===== src/common/ppr_consts.svh =====
// ppr_consts.svh: offsets, field positions, reset values and timing counts
// assumes: included by bare name from the pulse reference design files
`ifndef PPR_CONSTS_SVH
`define PPR_CONSTS_SVH

// register byte offsets on the apb bus
`define PPR_CTRL 9'h000
`define PPR_SLOW_FILT 9'h004
`define PPR_FAST_FILT 9'h008
`define PPR_POSITION 9'h00C
`define PPR_STATUS 9'h010
`define PPR_MP_WAIT 9'h014
`define PPR_MP_LAST 9'h018
`define PPR_TBL_BIT 8

// ctrl field positions
`define PPR_MODE_LSB 0
`define PPR_SRC_LSB 4
`define PPR_FORM_LSB 8
`define PPR_TERM_BIT 12
`define PPR_RUN_BIT 16
`define PPR_CYC_BIT 17

// field codes
`define PPR_MODE_POS 4'h0
`define PPR_SRC_PULSE 4'h0
`define PPR_SRC_TABLE 4'h1
`define PPR_FLD_ACC 2'h2

// timing, clock 20 MHz
`define PPR_CLK_NS 50
`define PPR_SLOW_MAX_KPPS 200
`define PPR_FAST_MAX_KPPS 4000
`define PPR_SLOW_FILT_NS 500
`define PPR_FAST_FILT_NS 125
`define PPR_SLOW_FILT_RST 8'(`PPR_SLOW_FILT_NS / `PPR_CLK_NS)
`define PPR_FAST_FILT_RST 8'(`PPR_FAST_FILT_NS / `PPR_CLK_NS)
`define PPR_MP_LAST_RST 4'hF

`endif


===== src/common/ppr_pkg.sv =====
// ppr_pkg.sv: types of the position pulse reference block
// assumes: nothing beyond a SystemVerilog compiler
package ppr_pkg;

  // pulse decode forms as coded in pulse_form_select
  typedef enum logic [2:0] {
    PF_DIR_POS = 3'h0,
    PF_DIR_NEG = 3'h1,
    PF_QUAD = 3'h2,
    PF_CW_POS = 3'h3,
    PF_CW_NEG = 3'h4
  } ppr_form_e;

  // stored position sequencer
  typedef enum logic [3:0] {
    SQ_IDLE = 4'b0001,
    SQ_READ = 4'b0010,
    SQ_CAPT = 4'b0100,
    SQ_WAIT = 4'b1000
  } ppr_seq_e;

  // decoded register select
  typedef enum logic [2:0] {
    R_CTRL, R_SLOW, R_FAST, R_POS, R_STAT, R_WAIT, R_LAST, R_NONE
  } ppr_reg_e;

  typedef struct packed {
    logic [3:0] mode;
    logic [3:0] src;
    ppr_form_e form;
    logic term;
    logic run;
    logic cyc;
  } ppr_cfg_s;

  // pulse reference toward the position loop
  typedef struct packed {
    logic step;
    logic dir;
    logic [31:0] count;
  } ppr_ref_s;

  // stored reference toward the position loop
  typedef struct packed {
    logic valid;
    logic [31:0] disp;
    logic [31:0] speed;
    logic [31:0] accdec;
  } ppr_mp_s;

  typedef struct packed {
    logic [3:0][2:0] sync;
    logic [3:0] stab;
    logic [3:0] filt;
    logic [3:0][7:0] fcnt;
    logic [1:0] prev;
    ppr_cfg_s cfg;
    logic [7:0] slow_tf;
    logic [7:0] fast_tf;
    logic [31:0] mp_wait;
    logic [3:0] mp_last;
    logic [1:0] ph;
    logic pready;
    logic pslverr;
    logic [31:0] prdata;
    ppr_seq_e seq;
    logic [3:0] idx;
    logic [1:0] k;
    logic [31:0] wcnt;
    logic done;
    logic form_bad;
    ppr_ref_s pref;
    ppr_mp_s mp;
  } ppr_st_s;

  typedef struct packed {
    logic [63:0][31:0] word;
    logic [31:0] rdata;
  } ppr_mem_s;

endpackage : ppr_pkg


===== src/hw/ppr_table_mem.sv =====
// ppr_table_mem.sv: 64-word table of stored position references
// assumes: one write and one read port on pclk; read data one cycle later
`timescale 1ns/1ps
`default_nettype none

module ppr_table_mem
  import ppr_pkg::*;
(
  // clock and reset
  input wire logic pclk,
  input wire logic presetn,
  input wire logic clk_en,
  // write port
  input wire logic we,
  input wire logic [5:0] waddr,
  input wire logic [31:0] wdata,
  // read port
  input wire logic re,
  input wire logic [5:0] raddr,
  output logic [31:0] rdata
);

  ppr_mem_s st;
  ppr_mem_s next_st;

  // write, and read into the output register
  always_comb
  begin
    next_st = st;
    if (we)
    begin
      next_st.word[waddr] = wdata;
    end
    if (re)
    begin
      next_st.rdata = st.word[raddr];
    end
  end

  always_ff @(posedge pclk or negedge presetn)
  begin
    if (!presetn)
    begin
      st <= '0;
    end
    else if (clk_en)
    begin
      st <= next_st;
    end
  end

  assign rdata = st.rdata;

endmodule : ppr_table_mem

`default_nettype wire


===== src/hw/ppr_pulse_ref.sv =====
// ppr_pulse_ref.sv: position reference front end with apb registers
// assumes: pulse pins come asynchronous from line receivers; pclk 20 MHz
//
// Contract
// - control mode zero selects position control and routes the reference
// - source zero takes the reference from the decoded pulse terminals
// - source one takes the reference from the stored position table
// - slow terminals count correctly up to 200 kpps
// - fast terminals resolve pulses up to 4 Mpps
// - host keeps minimum widths 0.125/0.25 us fast, 1 us, 2.5/5 us slow
// - each pulse path has a digital filter, slow and fast set apart
// - filtered signal lags by filter time; shorter pulses are dropped
// - pulse form codes 0 to 4 select the decoding
// - quadrature counts every edge; A leading counts forward
// - sixteen stored references with displacement, speed, ramp time
// - wait between stored positions and switch mode are settable
//
// Implementation choices: register access over APB and the register offsets.
`timescale 1ns/1ps
`default_nettype none
`include "ppr_consts.svh"

module ppr_pulse_ref
  import ppr_pkg::*;
(
  // clock, reset, enable
  input wire logic pclk,
  input wire logic presetn,
  input wire logic clk_en,
  // apb slave
  input wire logic psel,
  input wire logic penable,
  input wire logic pwrite,
  input wire logic [8:0] paddr,
  input wire logic [31:0] pwdata,
  output logic [31:0] prdata,
  output logic pready,
  output logic pslverr,
  // pulse terminals after the line receivers
  input wire logic slow_step_input,
  input wire logic slow_direction_input,
  input wire logic fast_step_input,
  input wire logic fast_direction_input,
  // references toward the position loop
  output ppr_ref_s pos_ref,
  output ppr_mp_s mp_ref
);

  // ***************************************************************
  // functions and reset value
  // ***************************************************************

  // filter: follow the input only once it has held tf cycles
  function automatic logic [8:0] filt_step(input logic in, input logic out,
                                           input logic [7:0] cnt, input logic [7:0] tf);
    logic [8:0] r;
    if (in == out)
    begin
      r = {out, 8'h00};
    end
    else if ({1'b0, cnt} + 9'h001 >= {1'b0, tf})
    begin
      r = {in, 8'h00};
    end
    else
    begin
      r = {out, cnt + 8'h01};
    end
    return r;
  endfunction : filt_step

  // register decode, shared by read and write paths
  function automatic ppr_reg_e reg_sel(input logic [8:0] a);
    ppr_reg_e r;
    case (a)
      `PPR_CTRL: r = R_CTRL;
      `PPR_SLOW_FILT: r = R_SLOW;
      `PPR_FAST_FILT: r = R_FAST;
      `PPR_POSITION: r = R_POS;
      `PPR_STATUS: r = R_STAT;
      `PPR_MP_WAIT: r = R_WAIT;
      `PPR_MP_LAST: r = R_LAST;
      default: r = R_NONE;
    endcase
    return r;
  endfunction : reg_sel

  function automatic ppr_st_s rst_val();
    ppr_st_s r;
    r = '0;
    r.seq = SQ_IDLE;
    r.cfg.form = PF_DIR_POS;
    r.slow_tf = `PPR_SLOW_FILT_RST;
    r.fast_tf = `PPR_FAST_FILT_RST;
    r.mp_last = `PPR_MP_LAST_RST;
    return r;
  endfunction : rst_val

  localparam ppr_st_s ST_RST = rst_val();

  // ***************************************************************
  // state and working signals
  // ***************************************************************

  ppr_st_s st;
  ppr_st_s next_st;
  logic [3:0] pins;
  logic [7:0] tf;
  logic acc;
  logic tbl;
  logic apb_mem;
  logic pulse_gate;
  logic table_gate;
  logic a;
  logic b;
  logic pa;
  logic pb;
  logic stp;
  logic fwd;
  ppr_reg_e rsel;
  logic [31:0] rd_val;
  logic mem_we;
  logic mem_re;
  logic [5:0] mem_raddr;
  logic [31:0] mem_rdata;

  assign pins = {fast_direction_input, fast_step_input, slow_direction_input, slow_step_input};

  // ***************************************************************
  // next state
  // ***************************************************************

  always_comb
  begin
    next_st = st;
    tf = 8'h00;
    mem_we = 1'b0;
    mem_re = 1'b0;
    mem_raddr = paddr[7:2];
    acc = psel & penable;
    tbl = paddr[`PPR_TBL_BIT] & (paddr[1:0] == 2'b00);
    rsel = reg_sel(paddr);
    apb_mem = acc && !st.pready && (st.ph == 2'b00) && tbl && !pwrite;
    pulse_gate = (st.cfg.mode == `PPR_MODE_POS) && (st.cfg.src == `PPR_SRC_PULSE);
    table_gate = (st.cfg.mode == `PPR_MODE_POS) && (st.cfg.src == `PPR_SRC_TABLE);

    // read mux
    rd_val = 32'h0000_0000;
    case (rsel)
      R_CTRL:
      begin
        rd_val[`PPR_MODE_LSB +: 4] = st.cfg.mode;
        rd_val[`PPR_SRC_LSB +: 4] = st.cfg.src;
        rd_val[`PPR_FORM_LSB +: 3] = st.cfg.form;
        rd_val[`PPR_TERM_BIT] = st.cfg.term;
        rd_val[`PPR_RUN_BIT] = st.cfg.run;
        rd_val[`PPR_CYC_BIT] = st.cfg.cyc;
      end
      R_SLOW: rd_val[7:0] = st.slow_tf;
      R_FAST: rd_val[7:0] = st.fast_tf;
      R_POS: rd_val = st.pref.count;
      R_STAT: rd_val[7:0] = {st.form_bad, st.done, st.seq != SQ_IDLE, 1'b0, st.idx};
      R_WAIT: rd_val = st.mp_wait;
      R_LAST: rd_val[3:0] = st.mp_last;
      default: rd_val = 32'h0000_0000;
    endcase

    // apb: two wait cycles, so table reads come from a register too
    if (acc && !st.pready)
    begin
      if (st.ph == 2'b00)
      begin
        next_st.ph = 2'b01;
        mem_re = apb_mem;
      end
      else
      begin
        next_st.ph = 2'b00;
        next_st.pready = 1'b1;
        next_st.pslverr = !tbl && (rsel == R_NONE);
        next_st.prdata = pwrite ? 32'h0000_0000 : (tbl ? mem_rdata : rd_val);
      end
    end
    else if (st.pready)
    begin
      next_st.pready = 1'b0;
      next_st.pslverr = 1'b0;
    end

    // writes land on the edge that completes the transfer
    if (st.pready && acc && pwrite)
    begin
      if (tbl)
      begin
        mem_we = 1'b1;
      end
      case (rsel)
        R_CTRL:
        begin
          next_st.cfg.mode = pwdata[`PPR_MODE_LSB +: 4];
          next_st.cfg.src = pwdata[`PPR_SRC_LSB +: 4];
          next_st.cfg.form = ppr_form_e'(pwdata[`PPR_FORM_LSB +: 3]);
          next_st.cfg.term = pwdata[`PPR_TERM_BIT];
          next_st.cfg.run = pwdata[`PPR_RUN_BIT];
          next_st.cfg.cyc = pwdata[`PPR_CYC_BIT];
        end
        R_SLOW: next_st.slow_tf = pwdata[7:0];
        R_FAST: next_st.fast_tf = pwdata[7:0];
        R_WAIT: next_st.mp_wait = pwdata;
        R_LAST: next_st.mp_last = pwdata[3:0];
        default: next_st.mp_last = st.mp_last;
      endcase
    end

    // three-flop sync, then filter; 50 ns steps cover 125 ns widths
    for (int i = 0; i < 4; i++)
    begin
      next_st.sync[i] = {st.sync[i][1:0], pins[i]};
      if (st.sync[i][1] == st.sync[i][2])
      begin
        next_st.stab[i] = st.sync[i][2];
      end
      tf = (i < 2) ? st.slow_tf : st.fast_tf;
      {next_st.filt[i], next_st.fcnt[i]} = filt_step(st.stab[i], st.filt[i],
                                                     st.fcnt[i], tf);
    end

    // decode the selected terminal pair
    a = st.cfg.term ? st.filt[2] : st.filt[0];
    b = st.cfg.term ? st.filt[3] : st.filt[1];
    pa = st.prev[0];
    pb = st.prev[1];
    next_st.prev = {b, a};
    stp = 1'b0;
    fwd = 1'b0;
    next_st.form_bad = 1'b0;
    case (st.cfg.form)
      PF_DIR_POS:
      begin
        stp = a & !pa;
        fwd = b;
      end
      PF_DIR_NEG:
      begin
        stp = !a & pa;
        fwd = !b;
      end
      PF_QUAD:
      begin
        stp = (a ^ pa) ^ (b ^ pb); // both flipping at once is dropped
        fwd = a ^ pb;
      end
      PF_CW_POS:
      begin
        stp = (a & !pa) ^ (b & !pb); // coincident edges cancel
        fwd = a & !pa;
      end
      PF_CW_NEG:
      begin
        stp = (!a & pa) ^ (!b & pb);
        fwd = !a & pa;
      end
      default: next_st.form_bad = 1'b1;
    endcase
    next_st.pref.step = stp && pulse_gate;
    if (stp && pulse_gate)
    begin
      next_st.pref.dir = fwd;
      next_st.pref.count = fwd ? st.pref.count + 32'h0000_0001
                               : st.pref.count - 32'h0000_0001;
    end

    // stored position sequencer; apb reads win the table port
    next_st.mp.valid = 1'b0;
    if (!(st.cfg.run && table_gate))
    begin
      next_st.seq = SQ_IDLE;
      next_st.idx = 4'h0;
      next_st.k = 2'h0;
      next_st.done = 1'b0;
    end
    else
    begin
      case (st.seq)
        SQ_IDLE:
        begin
          if (!st.done)
          begin
            next_st.seq = SQ_READ;
            next_st.k = 2'h0;
          end
        end
        SQ_READ:
        begin
          if (!apb_mem)
          begin
            mem_re = 1'b1;
            mem_raddr = {st.idx, st.k};
            next_st.seq = SQ_CAPT;
          end
        end
        SQ_CAPT:
        begin
          case (st.k)
            2'h0: next_st.mp.disp = mem_rdata;
            2'h1: next_st.mp.speed = mem_rdata;
            default: next_st.mp.accdec = mem_rdata;
          endcase
          if (st.k == `PPR_FLD_ACC)
          begin
            next_st.seq = SQ_WAIT;
            next_st.mp.valid = 1'b1;
            next_st.wcnt = 32'h0000_0000;
          end
          else
          begin
            next_st.k = st.k + 2'h1;
            next_st.seq = SQ_READ;
          end
        end
        SQ_WAIT:
        begin
          if (st.wcnt >= st.mp_wait)
          begin
            next_st.k = 2'h0;
            if (st.idx != st.mp_last)
            begin
              next_st.idx = st.idx + 4'h1;
              next_st.seq = SQ_READ;
            end
            else if (st.cfg.cyc)
            begin
              next_st.idx = 4'h0; // cyclic switch mode
              next_st.seq = SQ_READ;
            end
            else
            begin
              next_st.idx = 4'h0; // single pass: rerun needs run cleared
              next_st.done = 1'b1;
              next_st.seq = SQ_IDLE;
            end
          end
          else
          begin
            next_st.wcnt = st.wcnt + 32'h0000_0001;
          end
        end
        default: next_st.seq = SQ_IDLE;
      endcase
    end
  end

  // ***************************************************************
  // registers and table
  // ***************************************************************

  // clock enable low freezes everything, apb included
  always_ff @(posedge pclk or negedge presetn)
  begin
    if (!presetn)
    begin
      st <= ST_RST;
    end
    else if (clk_en)
    begin
      st <= next_st;
    end
  end

  ppr_table_mem u_table (
    .pclk(pclk),
    .presetn(presetn),
    .clk_en(clk_en),
    .we(mem_we),
    .waddr(paddr[7:2]),
    .wdata(pwdata),
    .re(mem_re),
    .raddr(mem_raddr),
    .rdata(mem_rdata)
  );

  assign prdata = st.prdata;
  assign pready = st.pready;
  assign pslverr = st.pslverr;
  assign pos_ref = st.pref;
  assign mp_ref = st.mp;

  // ***************************************************************
  // assertions
  // ***************************************************************

  // run length of the agreed slow step level, for the lag check
  logic [7:0] ast_hi;
  always_ff @(posedge pclk or negedge presetn)
  begin
    if (!presetn)
    begin
      ast_hi <= 8'h00;
    end
    else if (clk_en)
    begin
      ast_hi <= !st.stab[0] ? 8'h00 : ((ast_hi == 8'hFF) ? ast_hi : ast_hi + 8'h01);
    end
  end
endmodule : ppr_pulse_ref

`default_nettype wire


===== config.mk =====
export PLATFORM = sky130hd
export DESIGN_NAME = ppr_pulse_ref
export DESIGN_NICKNAME = d
export VERILOG_FILES = /design/src/common/ppr_pkg.sv /design/src/hw/ppr_table_mem.sv /design/src/hw/ppr_pulse_ref.sv
export VERILOG_INCLUDE_DIRS = /design/src /design/src/common
export SDC_FILE = /design/constraint.sdc
export NUM_CORES = 2
export LEC_CHECK = 0
export BUFFER_PORTS_ARGS = -buffer_cell sky130_fd_sc_hd__buf_2
export CORE_MARGIN = 5
export CORE_UTILIZATION = 35
export DETAILED_ROUTE_END_ITERATION = 7
export GPL_ROUTABILITY_DRIVEN = 0
export SLEW_MARGIN = 15
export SYNTH_ARGS = -nofsm -noshare
export SYNTH_HDL_FRONTEND = slang
export SYNTH_SLANG_ARGS = --single-unit

===== constraint.sdc =====
create_clock -name pclk -period 10.7 [get_ports pclk]
set_input_delay 3.21 -clock pclk [delete_from_list [all_inputs] [get_ports pclk]]
set_output_delay 3.21 -clock pclk [all_outputs]
set_load 0.02 [all_outputs]

==> results.ini <==
[power]
power_frac_comb_pct=9.2
power_report.internal_total_mw=15.64
p_leak_nw=61.30
p_sw_mw=5.653
sequentialPowerShare_pct=45.5
swShare_pct=26.54
p_clk_share_pct=45.3
vdd_drop_max_mv=0.1372
power_density_nw_per_um2=164.7

[final_layout]
final_cell_mix=dfrtp_1 (2,402), mux2_2 (2,189), nand2_1 (1,198)
mostFrequentLayoutCell=dfrtp_1
areaGrowthSynthToFinish_pct=12.02
final_util_pct=39.43
fin_cells=14281
layout-drive-gt1-share_pct=32.71
nets=9880

[die]
coreArea_um2=327900
rows=210
initial_core_util_pct=35.20
die_area_um2=341400
die_h_um=584.3
io_pins=216
die_x_um=584.3

[worst_hold_path]
min_path_type=flip-flop to flip-flop
hold_start=prdata[8]
hold_depth=1
holdPathEnd=prdata[8]

[critical_path]
worst-r2r-cell-count=10
cp-start-kind=input port
cp-end-kind=flip-flop
r2r-start=st[275]
cp_common_cell=buf_4
path_cells=buf_2 -> nor3b_2 -> buf_4 -> nand4b_1 -> a21oi_2 -> or2_4 -> buf_4 -> a211oi_1 -> nor4_1 -> nor4b_1 -> o32a_1 -> a211oi_2
cpMaxStageDelayCell=nor4b_1
critPathRequiredTime_ps=11510
cpPeakStageDelay_ps=890
cp.arrival_ps=8330
r2r_setup_slack_ps=4500
cp_max_fo=67
critPathKind=input port to flip-flop
rr_endpoint=u_table.rdata[17]

[synthesis]
synth_compound_area_share_pct=8.518
seq_area_frac_synth_pct=52.26
synthCells=10039
synth_adder_area_share_pct=1.177
syn_nets=10198
ys.flop_type=dfrtp_1
syn-mean-instance-area_um2=11.50
ys_types=85
synthArstFlopShare_pct=100.0
netlist_area_um2=115400
yosys_warnings=0
synth_edf_count=0
synth_top_family_by_area=multiplexers
synth_mux_area_share_pct=23.52
synth-xor-area-share_pct=0.4856
synth-simple-area-share_pct=9.546
ys_ff_latch=2410

[clock_tree]
clock_path_buffers=4
h-tree-depth=5
cts_made_buffers=282
ctsHoldBuffers=0
postCtsResizedCells=0
clkTransAtPathRegs_ps=60
cts_setup_buffers=0
clock_latency_ps=970
cts_tree=built
cts_num_sinks=2410
clock_tree.root_cell=clkbuf_16

[detailed_routing]
dr.pass1.iters=8
post_drt_via_cell_ratio=5.832
drt-wirelength-per-cell_um=27.33
num_vias=83283
route.detailed.drc=0
postRouteAntennaNets=0
drtIter0Drc=8555
wl_um=390300

[sta]
finalHoldViolCount=0
max_freq_ghz=0.1329
rsz0062_at_grt=no
finalWorstSetupSlack_ps=3178
post-route-min-period_ps=7522
maxSlewViolCount=0
relSlewSlack_pct=12.31
finalClockSkew_ps=72.63
setup_tns_ps=0
period_share_pct=70.30
timing.hold.ws_ps=477.3
tightest_slew_ps=1312
setup_viol=0

[place]
post-place-ws_ps=2263
portBuffers=215
place_hpwl_um=234600
dp_cells=13783

[run_status]
status=complete, no violations

[grt]
grt.overflow.total=0
grt_pass1_vias=83880
grt_pass1_wl_um=575000
antenna_found_initial=35
grt_max_degree=170
grtUsageTotal_pct=22.27

[job]
cap_violations=0

logic make-up after synthesis:
logic type	after synthesis
multiplexers	2437
AND/OR/NAND/NOR	2376
flip-flops	2410
AO/OA/AOI/OAI	1479
XOR/XNOR	64
adder cells (fa/ha/maj)	108
buffers and inverters	1165
flip-flops by register name (all words and copies together) (netlist names):
register	count
pos_ref	34
u_table.rdata	32
mp_ref	97
tf	8
st	147
u_table.st	2048
pslverr	1
next_st	8
prdata	32
pb	1
pready	1
pa	1
worst max-delay path, delay by kind of cell:
kind | cells | cell delay, ps
AND/OR/NAND/NOR | 5 | 2600
AO/OA/AOI/OAI | 4 | 1110
buffers and inverters | 3 | 1330
through the flow:
stage | power [mW] | cell area (µm²)
floorplan | 10.77 | 115400
global placement | 11.72 | 120000
detailed placement | 11.77 | 120100
CTS | 21.41 | 129300
global route | 21.96 | 129300
finish | 21.30 | 129300
layout make-up:
| class | instances | area (µm²) |
|---|---|---|
| Antenna cell | 15 | 37.54 |
| Inverter | 88 | 330.3 |
| Timing Repair Buffer | 475 | 3364 |
| Clock inverter | 83 | 998.5 |
| Fill cell | 30877 | 198600 |
| Multi-Input combinational cell | 6464 | 50620 |
| Tap cell | 4346 | 5438 |
| Clock buffer | 400 | 8198 |
| Sequential cell | 2410 | 60320 |
routing by layer:
metal | vias to the layer above | wire [µm] | part of all wire (%) | global-route usage (%)
met5 | - | 89 | 0.023 | 0
met4 | 14 | 20640 | 5.3 | 10.92
met3 | 858 | 35010 | 9.0 | 5.638
met2 | 3650 | 174500 | 45 | 34.39
met1 | 43577 | 160100 | 41 | 29.18
li1 | 35184 | - | - | -
cells in the mapped netlist (all sizes together) (10+ instances only):
cell,count,area share (%)
nand2b,23,0.12
nand3,426,1.9
a2111oi,21,0.16
o21ai,357,1.6
and2,22,0.12
nand2,1215,4.0
ha,107,1.2
o32a,16,0.14
nor4b,19,0.15
xnor2,28,0.21
o22ai,31,0.17
inv,87,0.28
nor3,37,0.16
nor2b,27,0.15
or4,20,0.13
a31o,25,0.19
or3,20,0.11
and3,233,1.3
and4,17,0.13
a311oi,49,0.37
o21a,18,0.12
nand4,72,0.39
o31ai,38,0.25
o22a,37,0.28
buf,402,2.0
a22oi,22,0.14
mux2i,247,2.1
a41o,18,0.16
a21o,47,0.31
clkbuf,675,2.2
a222oi,40,0.35
a31oi,142,0.77
a221oi,24,0.18
nor4,47,0.28
dfrtp,2402,52
mux2,2189,21
nor2,173,0.57
a211oi,268,1.8
xor2,36,0.27
o211ai,10,0.065
a21oi,262,1.1
worst max-delay path by stage:
stage	from	end	slack, ps
final	paddr[1]	u_table.rdata[17]	3180
after global routing	paddr[1]	u_table.rdata[4]	3030
after CTS	paddr[1]	u_table.rdata[7]	3260
after detailed placement	paddr[1]	u_table.rdata[7]	2260
after global placement	paddr[1]	u_table.rdata[28]	2030
after floorplan	paddr[1]	u_table.rdata[10]	4640
power by group through the flow:
stage | Sequential [mW] | Clock, mW | Combinational (mW)
finish | 9.69 | 9.65 | 1.95
detailed placement | 9.84 | 0 | 1.93
floorplan | 9.55 | 0 | 1.22
global route | 9.69 | 10.2 | 2.11
global placement | 9.83 | 0 | 1.89
CTS | 9.68 | 9.80 | 1.94
(Power assumes the default switching activity.)
